### src/hdl/urg_pkg.sv
// Purpose: Shared constants, field layout and types of the receiver block.
// Assumes: 32-bit APB data; registers take one aligned word each.
// Notes: Parity codes double as the mode field encoding.
package urg_pkg;
  localparam int DATA_W  = 8;
  localparam int GUARD_W = 8;
  localparam int IDLE_W  = 16;
  localparam int AW      = 8;
  localparam logic [AW-1:0] ADDR_CTRL  = 8'h00;
  localparam logic [AW-1:0] ADDR_MODE  = 8'h04;
  localparam logic [AW-1:0] ADDR_GUARD = 8'h08;
  localparam logic [AW-1:0] ADDR_IDLE  = 8'h0C;
  localparam logic [AW-1:0] ADDR_STAT  = 8'h10;
  localparam logic [AW-1:0] ADDR_RHR   = 8'h14;
  localparam logic [AW-1:0] ADDR_THR   = 8'h18;
  localparam int CMD_STA_RST_BIT = 0;
  localparam int CMD_SEND_ADDR_BIT = 1;
  localparam int CMD_WAIT_BIT = 2;
  localparam int CMD_RELOAD_BIT = 3;
  localparam int MODE_STOP2_BIT = 3;
  localparam int ST_RX_READY = 0;
  localparam int ST_TX_READY = 1;
  localparam int ST_OVERRUN = 2;
  localparam int ST_PARITY = 3;
  localparam int ST_TIMEOUT = 4;
  localparam int ST_TX_EMPTY = 5;
  typedef logic [2:0] urg_par_t;
  localparam urg_par_t PAR_EVEN  = 3'h0;
  localparam urg_par_t PAR_ODD   = 3'h1;
  localparam urg_par_t PAR_SPACE = 3'h2;
  localparam urg_par_t PAR_MARK  = 3'h3;
  localparam urg_par_t PAR_NONE  = 3'h4;
  localparam urg_par_t PAR_RST   = PAR_NONE;
  localparam logic [GUARD_W-1:0] GUARD_RST = 8'h00;
  localparam logic [IDLE_W-1:0]  IDLE_RST  = 16'h0000;
  typedef enum {RX_IDLE, RX_DATA, RX_PAR, RX_STOP} urg_rx_st_t;
  typedef enum {TX_IDLE, TX_DATA, TX_PAR, TX_STOP, TX_GUARD} urg_tx_st_t;

  // Parity bit the line should carry for a character in a given mode.
  function automatic logic urg_par_bit(input urg_par_t m,
                                       input logic [DATA_W-1:0] d,
                                       input logic addr);
    logic p;
    p = addr;
    case (m)
      PAR_EVEN:  p = ^d;
      PAR_ODD:   p = ~(^d);
      PAR_SPACE: p = 1'b0;
      PAR_MARK:  p = 1'b1;
      default:   p = addr;
    endcase
    return p;
  endfunction: urg_par_bit
endpackage: urg_pkg

### src/hdl/urg_link_if.sv
// Purpose: Bundle between the register logic and the two serial engines.
// Assumes: One clock; bit_tick marks a rising baud clock edge.
// Notes: The control side drives its signals hierarchically.
`timescale 1ns/10ps
interface urg_link_if;
  import urg_pkg::*;
  logic              bit_tick;
  logic              rxd;
  urg_par_t          par_mode;
  logic              two_stop;
  logic [GUARD_W-1:0] guard_len;
  logic              rx_done;
  logic [DATA_W-1:0] rx_data;
  logic              rx_par_err;
  logic              tx_pend;
  logic [DATA_W-1:0] tx_data;
  logic              tx_addr;
  logic              tx_take;
  logic              tx_busy;
  logic              txd;
  modport rx (input bit_tick, rxd, par_mode, two_stop,
              output rx_done, rx_data, rx_par_err);
  modport tx (input bit_tick, par_mode, two_stop, guard_len, tx_pend,
              tx_data, tx_addr, output tx_take, tx_busy, txd);
endinterface: urg_link_if

### src/hdl/urg_top.sv
// Purpose: APB register file, status flags and idle timer of the receiver.
// Assumes: Baud clock and lines are synchronous to clk at 25 MHz.
// Notes: pready follows the clock enable, so a frozen block stalls APB.
`timescale 1ns/10ps
module urg_top (
  // Clock, reset and enable.
  input  wire logic                   clk,
  input  wire logic                   rst_b,
  input  wire logic                   ce,
  // APB slave.
  input  wire logic                   psel,
  input  wire logic                   penable,
  input  wire logic                   pwrite,
  input  wire logic [urg_pkg::AW-1:0] paddr,
  input  wire logic [31:0]            pwdata,
  output logic      [31:0]            prdata,
  output logic                        pready,
  output logic                        pslverr,
  // Serial line.
  input  wire logic                   sck,
  input  wire logic                   rxd,
  output logic                        txd
);
  import urg_pkg::*;

  urg_link_if lk ();

  logic                sck_q;
  logic                tick;
  logic                mapped;
  logic                wr;
  logic                rd;
  logic                cmd_wr;
  logic                sta_rst;
  logic                send_addr;
  logic                wait_cmd;
  logic                reload_cmd;
  logic                thr_wr;
  logic                rhr_rd;
  urg_par_t            par_mode_reg;
  logic                two_stop_reg;
  logic [GUARD_W-1:0]  tx_guard_reg;
  logic [IDLE_W-1:0]   rx_idle_limit_reg;
  logic [DATA_W-1:0]   rx_holding_reg;
  logic [DATA_W-1:0]   tx_holding_reg;
  logic                rx_ready_flag;
  logic                rx_overrun_flag;
  logic                parity_error_flag;
  logic                tx_pend_reg;
  logic                tx_addr_reg;
  logic                addr_pend_reg;
  logic                tx_ready_flag;
  logic                tx_empty_flag;
  logic [IDLE_W-1:0]   idle_cnt_reg;
  logic                idle_run_reg;
  logic                idle_hit;
  logic                timeout_flag;
  logic [31:0]         channel_status_reg;
  logic [31:0]         prdata_next;

  // Engines.
  urg_rx u_rx (
    .clk   (clk),
    .rst_b (rst_b),
    .ce    (ce),
    .lk    (lk)
  );

  urg_tx u_tx (
    .clk   (clk),
    .rst_b (rst_b),
    .ce    (ce),
    .lk    (lk)
  );

  // Baud clock edge detection.
  always_ff @(posedge clk or negedge rst_b) begin
    if (!rst_b) begin
      sck_q <= 1'b0;
    end else if (ce) begin
      sck_q <= sck;
    end
  end

  assign tick = sck && !sck_q;
  assign lk.bit_tick = tick;
  assign lk.rxd = rxd;
  assign lk.par_mode = par_mode_reg;
  assign lk.two_stop = two_stop_reg;
  assign lk.guard_len = tx_guard_reg;
  assign lk.tx_pend = tx_pend_reg;
  assign lk.tx_data = tx_holding_reg;
  assign lk.tx_addr = tx_addr_reg;
  assign txd = lk.txd;

  // Bus decode.
  always_comb begin
    case (paddr)
      ADDR_CTRL, ADDR_MODE, ADDR_GUARD, ADDR_IDLE,
      ADDR_STAT, ADDR_RHR, ADDR_THR: mapped = 1'b1;
      default: mapped = 1'b0;
    endcase
  end

  assign pready = ce;
  assign pslverr = psel && penable && !mapped;
  assign wr = psel && penable && ce && pwrite;
  assign rd = psel && penable && ce && !pwrite;
  assign cmd_wr = wr && paddr == ADDR_CTRL;
  assign sta_rst = cmd_wr && pwdata[CMD_STA_RST_BIT];
  assign send_addr = cmd_wr && pwdata[CMD_SEND_ADDR_BIT];
  assign wait_cmd = cmd_wr && pwdata[CMD_WAIT_BIT];
  assign reload_cmd = cmd_wr && pwdata[CMD_RELOAD_BIT];
  assign thr_wr = wr && paddr == ADDR_THR;
  assign rhr_rd = rd && paddr == ADDR_RHR;

  // Configuration registers.
  always_ff @(posedge clk or negedge rst_b) begin
    if (!rst_b) begin
      par_mode_reg <= PAR_RST;
      two_stop_reg <= 1'b0;
      tx_guard_reg <= GUARD_RST;
      rx_idle_limit_reg <= IDLE_RST;
    end else if (wr) begin
      if (paddr == ADDR_MODE) begin
        par_mode_reg <= pwdata[2:0];
        two_stop_reg <= pwdata[MODE_STOP2_BIT];
      end
      if (paddr == ADDR_GUARD) begin
        tx_guard_reg <= pwdata[GUARD_W-1:0];
      end
      if (paddr == ADDR_IDLE) begin
        rx_idle_limit_reg <= pwdata[IDLE_W-1:0];
      end
    end
  end

  // Receive holding register and receive flags.
  always_ff @(posedge clk or negedge rst_b) begin
    if (!rst_b) begin
      rx_holding_reg <= '0;
    end else if (ce && lk.rx_done) begin
      rx_holding_reg <= lk.rx_data;
    end
  end

  always_ff @(posedge clk or negedge rst_b) begin
    if (!rst_b) begin
      rx_ready_flag <= 1'b0;
    end else if (ce) begin
      if (lk.rx_done) begin
        rx_ready_flag <= 1'b1;
      end else if (rhr_rd) begin
        rx_ready_flag <= 1'b0;
      end
    end
  end

  always_ff @(posedge clk or negedge rst_b) begin
    if (!rst_b) begin
      rx_overrun_flag <= 1'b0;
    end else if (ce) begin
      if (lk.rx_done && rx_ready_flag) begin
        rx_overrun_flag <= 1'b1;
      end else if (sta_rst) begin
        rx_overrun_flag <= 1'b0;
      end
    end
  end

  always_ff @(posedge clk or negedge rst_b) begin
    if (!rst_b) begin
      parity_error_flag <= 1'b0;
    end else if (ce) begin
      if (lk.rx_done && lk.rx_par_err) begin
        parity_error_flag <= 1'b1;
      end else if (sta_rst) begin
        parity_error_flag <= 1'b0;
      end
    end
  end

  // Transmit holding register and address marking.
  always_ff @(posedge clk or negedge rst_b) begin
    if (!rst_b) begin
      tx_holding_reg <= '0;
      tx_addr_reg <= 1'b0;
    end else if (thr_wr) begin
      tx_holding_reg <= pwdata[DATA_W-1:0];
      tx_addr_reg <= addr_pend_reg;
    end
  end

  always_ff @(posedge clk or negedge rst_b) begin
    if (!rst_b) begin
      addr_pend_reg <= 1'b0;
    end else if (ce) begin
      if (send_addr) begin
        addr_pend_reg <= 1'b1;
      end else if (thr_wr) begin
        addr_pend_reg <= 1'b0;
      end
    end
  end

  always_ff @(posedge clk or negedge rst_b) begin
    if (!rst_b) begin
      tx_pend_reg <= 1'b0;
    end else if (ce) begin
      if (thr_wr) begin
        tx_pend_reg <= 1'b1;
      end else if (lk.tx_take) begin
        tx_pend_reg <= 1'b0;
      end
    end
  end

  assign tx_ready_flag = !tx_pend_reg;
  assign tx_empty_flag = !tx_pend_reg && !lk.tx_busy;

  // Receiver idle timer.
  assign idle_hit = idle_run_reg && tick && idle_cnt_reg == 16'h0001;

  always_ff @(posedge clk or negedge rst_b) begin
    if (!rst_b) begin
      idle_cnt_reg <= '0;
      idle_run_reg <= 1'b0;
    end else if (ce) begin
      if (rx_idle_limit_reg == IDLE_RST) begin
        idle_run_reg <= 1'b0;
      end else if (lk.rx_done || reload_cmd) begin
        idle_cnt_reg <= rx_idle_limit_reg;
        idle_run_reg <= 1'b1;
      end else if (wait_cmd) begin
        idle_run_reg <= 1'b0;
      end else if (idle_run_reg && tick) begin
        idle_cnt_reg <= idle_cnt_reg - 16'h0001;
        if (idle_hit) begin
          idle_run_reg <= 1'b0;
        end
      end
    end
  end

  always_ff @(posedge clk or negedge rst_b) begin
    if (!rst_b) begin
      timeout_flag <= 1'b0;
    end else if (ce) begin
      if (rx_idle_limit_reg == IDLE_RST) begin
        timeout_flag <= 1'b0;
      end else if (idle_hit) begin
        timeout_flag <= 1'b1;
      end else if (wait_cmd || reload_cmd) begin
        timeout_flag <= 1'b0;
      end
    end
  end

  // Status word and read data.
  always_comb begin
    channel_status_reg = '0;
    channel_status_reg[ST_RX_READY] = rx_ready_flag;
    channel_status_reg[ST_TX_READY] = tx_ready_flag;
    channel_status_reg[ST_OVERRUN] = rx_overrun_flag;
    channel_status_reg[ST_PARITY] = parity_error_flag;
    channel_status_reg[ST_TIMEOUT] = timeout_flag;
    channel_status_reg[ST_TX_EMPTY] = tx_empty_flag;
  end

  always_comb begin
    prdata_next = '0;
    case (paddr)
      ADDR_MODE: begin
        prdata_next[2:0] = par_mode_reg;
        prdata_next[MODE_STOP2_BIT] = two_stop_reg;
      end
      ADDR_GUARD: prdata_next[GUARD_W-1:0] = tx_guard_reg;
      ADDR_IDLE: prdata_next[IDLE_W-1:0] = rx_idle_limit_reg;
      ADDR_STAT: prdata_next = channel_status_reg;
      ADDR_RHR: prdata_next[DATA_W-1:0] = rx_holding_reg;
      default: prdata_next = '0;
    endcase
  end

  always_ff @(posedge clk or negedge rst_b) begin
    if (!rst_b) begin
      prdata <= '0;
    end else if (ce && psel && !penable && !pwrite) begin
      prdata <= prdata_next;
    end
  end
endmodule: urg_top

### src/hdl/urg_rx.sv
// Purpose: Synchronous receive shifter with parity check.
// Assumes: Line and baud tick are synchronous to clk.
// Notes: Data arrives least significant bit first.
`timescale 1ns/10ps
module urg_rx (
  // Clock, reset and enable.
  input wire logic clk,
  input wire logic rst_b,
  input wire logic ce,
  // Engine link.
  urg_link_if.rx   lk
);
  import urg_pkg::*;
  localparam int CW = $clog2(DATA_W);
  urg_rx_st_t        st;
  logic [DATA_W-1:0] sh;
  logic [CW-1:0]     cnt;
  logic              par_q;
  logic              sc;
  logic              last;
  logic              err;

  assign last = ce && lk.bit_tick && st == RX_STOP && sc == lk.two_stop;

  always_comb begin
    if (lk.par_mode == PAR_NONE) begin
      err = 1'b0;
    end else if (lk.par_mode[2] && lk.par_mode[1]) begin
      err = par_q;
    end else begin
      err = par_q != urg_par_bit(lk.par_mode, sh, 1'b0);
    end
  end

  always_ff @(posedge clk or negedge rst_b) begin
    if (!rst_b) begin
      st <= RX_IDLE;
      sh <= '0;
      cnt <= '0;
      par_q <= 1'b0;
      sc <= 1'b0;
    end else if (ce && lk.bit_tick) begin
      case (st)
        RX_IDLE: begin
          if (!lk.rxd) begin
            st <= RX_DATA;
            cnt <= '0;
          end
        end
        RX_DATA: begin
          sh <= {lk.rxd, sh[DATA_W-1:1]};
          cnt <= cnt + 1'b1;
          sc <= 1'b0;
          if (cnt == CW'(DATA_W - 1)) begin
            st <= (lk.par_mode == PAR_NONE) ? RX_STOP : RX_PAR;
          end
        end
        RX_PAR: begin
          par_q <= lk.rxd;
          st <= RX_STOP;
        end
        RX_STOP: begin
          if (sc == lk.two_stop) begin
            st <= RX_IDLE;
          end else begin
            sc <= 1'b1;
          end
        end
        default: st <= RX_IDLE;
      endcase
    end
  end

  always_ff @(posedge clk or negedge rst_b) begin
    if (!rst_b) begin
      lk.rx_done <= 1'b0;
      lk.rx_data <= '0;
      lk.rx_par_err <= 1'b0;
    end else if (ce) begin
      lk.rx_done <= last;
      if (last) begin
        lk.rx_data <= sh;
        lk.rx_par_err <= err;
      end
    end
  end
endmodule: urg_rx

### src/hdl/urg_tx.sv
// Purpose: Transmit shifter with parity and guard gap.
// Assumes: Bits change on the rising baud clock edge.
// Notes: tx_busy covers the whole character including the guard.
`timescale 1ns/10ps
module urg_tx (
  // Clock, reset and enable.
  input wire logic clk,
  input wire logic rst_b,
  input wire logic ce,
  // Engine link.
  urg_link_if.tx   lk
);
  import urg_pkg::*;
  localparam int CW = $clog2(DATA_W);
  urg_tx_st_t         st;
  logic [DATA_W-1:0]  sh;
  logic [CW-1:0]      cnt;
  logic [GUARD_W-1:0] gcnt;
  logic               par;
  logic               sc;
  logic               hold;
  logic               tick;

  assign tick = ce && lk.bit_tick;
  assign lk.tx_take = tick && st == TX_IDLE && lk.tx_pend;
  assign lk.tx_busy = st != TX_IDLE || hold;

  always_ff @(posedge clk or negedge rst_b) begin
    if (!rst_b) begin
      hold <= 1'b0;
    end else if (tick) begin
      hold <= st != TX_IDLE || lk.tx_pend;
    end
  end

  always_ff @(posedge clk or negedge rst_b) begin
    if (!rst_b) begin
      st <= TX_IDLE;
      lk.txd <= 1'b1;
      sh <= '0;
      cnt <= '0;
      gcnt <= '0;
      par <= 1'b0;
      sc <= 1'b0;
    end else if (tick) begin
      case (st)
        TX_IDLE: begin
          lk.txd <= !lk.tx_pend;
          if (lk.tx_pend) begin
            sh <= lk.tx_data;
            par <= urg_par_bit(lk.par_mode, lk.tx_data, lk.tx_addr);
            cnt <= '0;
            st <= TX_DATA;
          end
        end
        TX_DATA: begin
          lk.txd <= sh[cnt];
          cnt <= cnt + 1'b1;
          sc <= 1'b0;
          if (cnt == CW'(DATA_W - 1)) begin
            st <= (lk.par_mode == PAR_NONE) ? TX_STOP : TX_PAR;
          end
        end
        TX_PAR: begin
          lk.txd <= par;
          st <= TX_STOP;
        end
        TX_STOP: begin
          lk.txd <= 1'b1;
          sc <= 1'b1;
          gcnt <= '0;
          if (sc == lk.two_stop) begin
            st <= (lk.guard_len == GUARD_RST) ? TX_IDLE : TX_GUARD;
          end
        end
        TX_GUARD: begin
          lk.txd <= 1'b1;
          gcnt <= gcnt + 1'b1;
          if (gcnt == lk.guard_len - 8'h01) begin
            st <= TX_IDLE;
          end
        end
        default: st <= TX_IDLE;
      endcase
    end
  end
endmodule: urg_tx

### config.mk
export PLATFORM = sky130hd
export DESIGN_NAME = urg_top
export DESIGN_NICKNAME = d
export VERILOG_FILES = /design/src/hdl/urg_pkg.sv /design/src/hdl/urg_link_if.sv /design/src/hdl/urg_top.sv /design/src/hdl/urg_rx.sv /design/src/hdl/urg_tx.sv
export SDC_FILE = /design/constraint.sdc
export NUM_CORES = 1
export LEC_CHECK = 0
export BUFFER_PORTS_ARGS = -buffer_cell sky130_fd_sc_hd__buf_2
export CORE_MARGIN = 2
export CORE_UTILIZATION = 63
export DETAILED_ROUTE_END_ITERATION = 16
export GPL_TIMING_DRIVEN = 0
export PLACE_DENSITY = 0.85
export SYNTH_ARGS = -nofsm -noshare
export SYNTH_HDL_FRONTEND = slang
export SYNTH_HIERARCHICAL = 1
export SYNTH_SLANG_ARGS = --single-unit
### constraint.sdc
create_clock -name clk -period 6 [get_ports clk]
set_clock_uncertainty 0.2 [all_clocks]
set_input_delay 0.9 -clock clk [delete_from_list [all_inputs] [get_ports clk]]
set_output_delay 0.9 -clock clk [all_outputs]
set_load 0.005 [all_outputs]
==> results of run 1 <==
-- worst paths after layout --
| path | end | slack (ns) | cells past startpoint |
|---|---|---|---|
| worst min register to register | u_tx/sh[3] | 0.28 | 2 |
| worst max-delay path | pslverr | 2.93 | 5 |
| min in group clk | u_tx/sh[3] | 0.28 | 2 |
| worst min-delay path | u_tx/gcnt[3] | 0.18 | 1 |
| worst max register to register | u_rx/st[1] | 3.52 | 7 |
| max in group asynchronous | u_tx/lk.txd | 4.64 | 2 |
-- per-layer routing --
layer / vias to the layer above / share of wire, % / global-route usage (%)
li1: 2573 / - / -
met1: 2784 / 42 / 40.2
met2: 262 / 48 / 46.3
met3: 29 / 7.7 / 7.65
met4: 0 / 1.7 / 9.42
met5: - / 0 / 0
-- power by group --
part	internal, mW	switching (mW)
registers	1.01	0.0985
clock network	0.576	0.422
logic	0.220	0.244
-- synthesized netlist by cell type (all sizes together) (7+ instances only) --
library cell  count
o21ai            24
xor2             14
buf              31
nand2            62
nand4            10
or4               9
inv              12
nor2             43
a31oi             9
nor4              9
dfrtp           134
a222oi            7
a21oi            26
xnor2            20
a22o             13
nand3            17
mux2             68
ha               14
clkbuf           15
nor3             14
-- final cells by class --
type,count,area [µm²]
Buffer,46,267
Clock buffer,17,425
Clock inverter,15,144
Fill cell,746,3000
Inverter,12,45.0
Multi-Input combinational cell,482,3530
Sequential cell,136,3410
Tap cell,143,179
Timing Repair Buffer,50,279
-- through the flow --
stage	power, mW	setup slack, ns	hold WS (ns)	util [%]
floorplan	1.43	3.27	0.240	-
global placement	1.54	2.10	0.253	68.1
detailed placement	1.58	2.76	0.262	68.4
CTS	2.58	2.97	0.198	73.4
global route	2.69	2.86	0.220	73.4
finish	2.57	2.93	0.184	73.4
-- logic make-up (layout without fill, tap and decap cells) --
logic type,Yosys count,count (layout),synth area share (%)
simple gates,211,211,15.8
flops,136,136,47.4
compound gates,134,134,13.7
mux,73,73,12.2
buf+inv,58,140,4.33
xor+xnor,34,34,4.14
fa+ha+maj,14,14,2.44
other cells,1,16,0.0522
-- worst max-delay path: stages --
cell	delay (ns)
buf_2	0.12
or3_1	0.42
nor3_1	0.23
a21oi_1	0.14
buf_2	0.16
==> impl_metrics.tcl, run 1 <==
set metrics [dict create \
    rsz0062_at_grt "no" \
    crit_path_end_kind "output pin" \
    grt_antenna_before_repair 0 \
    mostFrequentLayoutCells "134 x dfrtp_1, 61 x nand2_1, 60 x buf_2" \
    synth_flop_cell "dfrtp_1" \
    synth_top_area_share_pct 46.6 \
    die_area_um2 12300 \
    syn_area_per_cell_um2 10.9 \
    crit_start "paddr[5]" \
    clkLatencyLatePin_ns 0.43 \
    leakage_nw 3.98 \
    dr.pass1.iters 8 \
    fmax_mhz 325 \
    grt_pass1_wl_um 28300 \
    detail_route.wl_per_cell_um 19.2 \
    worst-path-max-fanout 4 \
    ir_drop_uv 278 \
    final_area_um2 8270 \
    slew_headroom_pct 46.8 \
    die_x_um 111 \
    yosysTopAreaCell "dfrtp_1" \
    cts-resized-gates 0 \
    dpl.cell_count 869 \
    io_pins 83 \
    worstReg2RegStart "sck_q" \
    grt-ovfl-total 0 \
    setup_viol 0 \
    cts_tree "built" \
    hold_viol_final 0 \
    vias 5648 \
    synth_area_um2 7190 \
    drt_iter0_markers 713 \
    worstPathArrival_ns 1.97 \
    ctsHoldBuffers 0 \
    clk_pin_slew_worst_paths_ns 0.06 \
    syn_to_final_growth_pct 15.1 \
    outcome "finished clean" \
    ys_ff_latch 136 \
    drv_cap 0 \
    fp.dieH_um 111 \
    synth_cell_types 76 \
    port_buffers 49 \
    viasPerCell 6.27 \
    cts_sinks 136 \
    antenna_cells 0 \
    synthesis.instances 661 \
    synth_edf_count 0 \
    grt_pass1_vias 5531 \
    postRouteAntennaNets 0 \
    drc 0 \
    final_common_cell "dfrtp_1" \
    post-route-min-period_ns 3.07 \
    synthTopCellsByArea "dfrtp_1 47%, mux2_2 8.6%, nand2_1 3.2%" \
    required_ns 4.90 \
    final-instance-count-excl-fill 901 \
    slew_violations 0 \
    tightest_slew_ns 0.793 \
    startpoint_type "input port" \
    synthArstFlopShare_pct 100 \
    drive_above_1_share_pct 26.5 \
    clockBufferDepth 2 \
    htree_levels 4 \
    path_class "in2out" \
    grt_max_degree 95 \
    fp-row-count 39 \
    finalWirelength_um 17300 \
    fin_nets 807 \
    place_area_um2 7700 \
    core_area_um2 11300 \
    yosysWarnings 6 \
    ctsRootBufferMaster "clkbuf_16" \
    tns_ns 0 \
    ys_seq_area_share_pct 47.4 \
    dp_hpwl_um 12300 \
    power.density_nw_per_um2 311 \
    globalplace.congestion 0.913 \
    period_share_pct 51.2 \
    initial_core_util_pct 63.8 \
    numCtsBuffers 17 \
    post_cts_buffers 0 \
    grtUsageTotal_pct 29.4 \
    timing.hold.worst.class "in2async" \
]
(Power assumes the default switching activity.)
==> run 2, diff against run 1 <==
CORE_UTILIZATION = 59   (was 63)
PLACE_DENSITY = 0.8   (was 0.85)
clock period = 3.1 ns   (was 6 ns; I/O delays follow)
==> run 2 against run 1 <==
Against the previous run:
- sequential cell count unchanged
- combinational power up 96%
- register-to-register slack got worse by 3.0 ns
- worst hold slack got worse by 0.12 ns
- via count decreased by 0.21%
- sequential power increased by 93%
- worst setup slack lost 2.4 ns
- highest routed layer unchanged
- die area increased by 6.5%
- first-iteration DRC count increased by 2.9%
- sequential share of layout area decreased by 0.39 points
- clock-buffer cell count rose by 5
==> impl_metrics.tcl, run 2 (synthesis gave the netlist of run 1 again) <==
set metrics [dict create \
    drc 0 \
    numCtsBuffers 17 \
    cts_sinks 136 \
    cts-resized-gates 0 \
    ctsRootBufferMaster "clkbuf_16" \
    viasPerCell 6.22 \
    startpoint_type "flip-flop" \
    post-route-min-period_ns 2.53 \
    outcome "finished clean" \
    regArea_um2 3410 \
    crit_slowest_cell "nor3b_1" \
    final_common_cell "dfrtp_1" \
    place_area_um2 7710 \
    slew_headroom_pct 42.9 \
    worstPathCellList "or4_1 -> nor3b_1 -> nand4_1 -> a21oi_1 -> a2bb2oi_1" \
    fin_nets 808 \
    tightest_slew_ns 0.852 \
    max_stage_delay_ns 0.69 \
    slew_violations 0 \
    detail_route.wl_per_cell_um 19.2 \
    dr.pass1.iters 7 \
    fmax_mhz 395 \
    htree_levels 4 \
    wl_met3_um 1250 \
    crit_path_end_kind "flip-flop" \
    grt_antenna_before_repair 0 \
    required_ns 3.25 \
    clockBufferDepth 2 \
    hold_viol_final 0 \
    vias 5636 \
    port_buffers 49 \
    period_share_pct 81.7 \
    final_area_um2 8350 \
    fp.dieH_um 114 \
    timing.hold.worst.class "in2reg" \
    core_area_um2 12000 \
    power.density_nw_per_um2 623 \
    initial_core_util_pct 60.1 \
    n_fill_cell 873 \
    die_area_um2 13100 \
    mostFrequentLayoutCells "134 x dfrtp_1, 61 x nand2_1, 60 x buf_2" \
    post_cts_buffers 0 \
    path_class "reg2reg" \
    ctsHoldBuffers 1 \
    fp-row-count 40 \
    antenna_cells 0 \
    wl_met2_um 8310 \
    final_util_pct 69.8 \
    drt_iter0_markers 734 \
    grt-ovfl-total 0 \
    grtUsageTotal_pct 28.4 \
    met1_length_um 7400 \
    rsz0062_at_grt "no" \
    dp_hpwl_um 12200 \
    leakage_nw 4.02 \
    grt_pass1_vias 5545 \
    clk_pin_slew_worst_paths_ns 0.06 \
    grt_max_degree 80 \
    globalplace.congestion 0.908 \
    die_x_um 114 \
    postRouteAntennaNets 0 \
    drive_above_1_share_pct 26.5 \
    drv_cap 0 \
    finalWirelength_um 17400 \
    multi_input_comb_area_um2 3530 \
    syn_to_final_growth_pct 16.2 \
    cts_tree "built" \
    grt_pass1_wl_um 28300 \
    io_pins 83 \
    highest_layer "met4" \
    ir_drop_uv 592 \
    worstPathArrival_ns 2.68 \
    clkLatencyLatePin_ns 0.43 \
    worst-path-max-fanout 6 \
    setup_viol 0 \
]
==> run 2: changes by cell type in the layout (fill, tap and decap cells not counted), sizes merged <==
cell and delta:
bufinv +2, clkbuf +5, clkinv -2, clkinvlp -1, dlygate4sd3 +1, inv -4
==> run 2: where the power goes <==
| group | internal, mW | leakage (nW) | switching [mW] |
|---|---|---|---|
| combinational | 0.428 | 1.88 | 0.483 |
| clock | 1.37 | 0.305 | 0.780 |
| sequential | 1.95 | 1.84 | 0.187 |
| total | 3.75 | 4.02 | 1.45 |
==> run 2: critical path, delay by kind of cell (launching register included) <==
family	cells	cell delay (ns)
AOI/OAI and AO/OA	2	0.33
DFF	1	0.43
and+or+nand+nor	3	1.50
==> run 2: per-layer routing <==
layer  vias up  global-route usage (%)
met2       240                    45.0
li1       2571                       -
met5         -                       0
met4         0                    11.8
met1      2784                    38.3
met3        41                    5.82
==> run 2: through the flow <==
stage	total power, mW	setup TNS, ns	hold WS [ns]	cells	setup WS (ns)
CTS	5.21	0	0.0548	906	0.605
global placement	2.98	-53.40	0.257	872	-0.408
detailed placement	3.05	0	0.261	873	0.231
floorplan	2.77	0	-0.0306	676	0.804
global route	5.43	0	0.0578	906	0.443
finish	5.21	0	0.0669	906	0.567
==> run 2: final timing paths <==
path | from | cells past startpoint | slack, ns | to
min in group asynchronous | rst_b | 2 | 0.36 | u_tx/cnt[1]
hold reg to reg | u_tx/sh[5] | 2 | 0.28 | u_tx/sh[5]
setup reg to reg | idle_cnt_reg[0] | 5 | 0.57 | idle_cnt_reg[11]
max in group asynchronous | rst_b | 3 | 1.56 | lk.par_mode[2]
setup / recovery | idle_cnt_reg[0] | 5 | 0.57 | idle_cnt_reg[11]
hold / removal | pwdata[10] | 2 | 0.07 | rx_idle_limit_reg[10]
==> run 2: cell type report <==
class / instances / area share [%]
multi-input combinational: 482 / 42.2
sequential: 136 / 40.8
clock buffer: 22 / 5.92
timing repair buffer: 51 / 3.46
buffer: 46 / 3.19
tap: 147 / 2.20
clock inverter: 10 / 1.68
inverter: 12 / 0.539
==> run 3, diff against run 2 <==
ABC_AREA = 1   (was default)
CORE_UTILIZATION = 54   (was 59)
PLACE_DENSITY = 0.77   (was 0.8)
clock period = 2 ns   (was 3.1 ns; I/O delays follow)
==> run 3 against run 2 <==
Against the previous run:
- cell count grew 45%
- critical path depth grew 9
- fmax rose by 28%
- sequential cell count is the same
- combinational power grew to 2.7 times the previous value
- worst setup slack worse by 0.54 ns
- non-clock buffer count is 14 higher
- worst hold slack worse by 0.026 ns
- synthesized area grew 5.5%
- critical endpoint is now u_tx/st[0]
- largest cell class unchanged
==> impl_metrics.tcl, run 3 <==
set metrics [dict create \
    outcome "finished clean" \
    cts_sinks 136 \
    fin_nets 1183 \
    vias 6949 \
    antenna_cells 0 \
    hold_depth 3 \
    final-instance-count-excl-fill 1313 \
    dr.pass1.iters 5 \
    post-route-min-period_ns 1.97 \
    dpl.cell_count 1260 \
    startpoint_type "flip-flop" \
    path_common_cell "nand2_1" \
    clock_power_share_pct 35.3 \
    tightest_slew_ns 0.505 \
    crit_start "lk.guard_len[1]" \
    detail_route.wl_per_cell_um 14.3 \
    cp_num_buf_inv 2 \
    timing.hold.worst.class "in2reg" \
    yosysWarnings 6 \
    crit_path_end_kind "flip-flop" \
    syn_area_per_cell_um2 7.48 \
    worstPathCellList "buf_4 -> buf_4 -> nor2_4 -> nand2_2 -> nand2_1 -> nand2_1 -> nand2_1 -> nand2_1 -> nor2_1 -> nand2_1 -> nand2_2 -> nand2_2 -> nand2_1 -> nand2_1" \
    synth_common_cells "375 x nand2_1, 134 x dfrtp_1, 86 x inv_1, 75 x nor2_1, 67 x o21ai_0" \
    port_buffers 50 \
    grt-ovfl-total 0 \
    io_pins 83 \
    slew_headroom_pct 66.3 \
    dp_hpwl_um 13400 \
    synth_cell_types 44 \
    slew_violations 0 \
    hold_path.startpoint "pwdata[5]" \
    synth_area_um2 7590 \
    clockBufferDepth 2 \
    cts_tree "built" \
    leakage_nw 4.78 \
    grtUsageTotal_pct 26.2 \
    ys_seq_area_share_pct 44.9 \
    period_share_pct 98.6 \
    ys_ff_latch 136 \
    pwr-share-comb_pct 26.6 \
    setup_viol 0 \
    syn_to_final_growth_pct 19.4 \
    htree_levels 4 \
    ir_drop_uv 836 \
    final_common_cell "nand2_1" \
    fp.dieH_um 123 \
    rsz0062_at_grt "yes" \
    finalWirelength_um 18800 \
    numCtsBuffers 17 \
    drt_iter0_markers 614 \
    yosysTopAreaCell "dfrtp_1" \
    power.density_nw_per_um2 1030 \
    drc 0 \
    drive_above_1_share_pct 17.1 \
    postRouteAntennaNets 0 \
    crit_slowest_cell "dfrtp_1" \
    path_class "reg2reg" \
    p_int_mw 6.24 \
    power_frac_seq_pct 38.2 \
    power_switching_share_pct 33.0 \
    synthArstFlopShare_pct 100 \
    grt_max_degree 98 \
    worstPathArrival_ns 2.08 \
    synth_top_area_share_pct 44.2 \
    synth_flop_cell "dfrtp_1" \
    hold_slack_ns 0.0409 \
    globalplace.congestion 0.888 \
    crit_family "simple AND/OR/NAND/NOR gates" \
    initial_core_util_pct 54.9 \
    grt_antenna_before_repair 0 \
    clkLatencyLatePin_ns 0.43 \
    worst-path-max-fanout 4 \
    hold_viol_final 0 \
    synth_edf_count 0 \
    fmax_mhz 507 \
    drv_cap 0 \
    ctsRootBufferMaster "clkbuf_16" \
    viasPerCell 5.29 \
    cp_num_cells 14 \
    clk_pin_slew_worst_paths_ns 0.06 \
    required_ns 2.11 \
    die_area_um2 15000 \
    fp-row-count 43 \
    worstReg2RegStart "lk.guard_len[1]" \
    synth.most_common_cell "nand2_1" \
    core_area_um2 13800 \
    die_x_um 123 \
    grt_pass1_vias 6399 \
    synthTopCellsByArea "dfrtp_1 44%, nand2_1 19%, o21ai_0 4.4%" \
    mostFrequentLayoutCells "370 x nand2_1, 133 x dfrtp_1, 84 x inv_1" \
    p_sw_mw 3.08 \
    ff2ff_path_depth 14 \
    grt_pass1_wl_um 30700 \
    max_stage_delay_ns 0.40 \
    synthesis.instances 1014 \
]
run 3: power by group through the flow:
stage | clock network, mW | registers [mW] | logic, mW
3_5_place_dp | 0 | 3.59 | 2.40
6_report | 3.29 | 3.56 | 2.48
4_1_cts | 3.32 | 3.55 | 2.45
5_1_grt | 3.44 | 3.62 | 2.87
3_3_place_gp | 0 | 3.58 | 2.32
2_1_floorplan | 0 | 3.49 | 1.89
run 3: cell type report:
type / instances / area, µm²
Inverter: 103 / 389
Fill cell: 1124 / 4770
Clock inverter: 9 / 148
Sequential cell: 136 / 3410
Tap cell: 180 / 225
Clock buffer: 22 / 464
Multi-Input combinational cell: 752 / 3680
Buffer: 37 / 245
Timing Repair Buffer: 74 / 497
run 3: layer usage:
layer / wire (µm) / global-route usage (%) / vias to the layer above
met5: 0 / 0 / -
met4: 344 / 9.63 / 0
met3: 1170 / 5.44 / 30
met2: 9060 / 42.7 / 248
met1: 8230 / 34.6 / 3264
li1: - / - / 3407
run 3: path summary, 6_finish.rpt:
check                                  endpoint  slack [ns]
worst max-delay path                 u_tx/st[0]        0.03
worst min-delay path            lk.guard_len[5]        0.04
worst max register to register       u_tx/st[0]        0.03
worst min register to register     idle_run_reg        0.27
max in group asynchronous           u_tx/lk.txd        0.63
min in group asynchronous       idle_cnt_reg[6]        0.14
run 3: logic make-up (layout without fill, tap and decap cells):
kind of cell	Yosys count	in the layout	synth area share, %
xor+xnor	22	22	2.54
mux	8	8	1.17
fa+ha+maj	14	14	2.31
simple gates	567	567	31.9
buf+inv	141	245	8.31
other cells	1	16	0.0494
compound gates	125	125	8.84
flops	136	136	44.9
run 3: timing repair:
item | 4_1_cts | 5_1_grt
pin swaps | 0 | 9
hold buffers | 16 | 0
buffers inserted | 2 | 5
hold endpoints to repair | 56 | 0
resized for setup | 8 | 22
endpoints found under the setup margin | 5 | 22
run 3: through the flow:
step	util, %	TNS (ns)	setup WS (ns)	power [mW]	area (µm²)
3_3_place_gp	58.7	-192.06	-1.43	5.89	8120
5_1_grt	65.5	-0.276	-0.0925	9.92	9050
6_report	65.5	0	0.0276	9.32	9050
3_5_place_dp	59.0	-0.650	-0.124	5.99	8150
4_1_cts	64.8	0	0.00711	9.32	8960
2_1_floorplan	-	0	0.191	5.37	7640
run 3: worst min-delay path, stage by stage:
cell     delay [ns]
buf_2          0.07
inv_1          0.09
o21ai_1        0.16
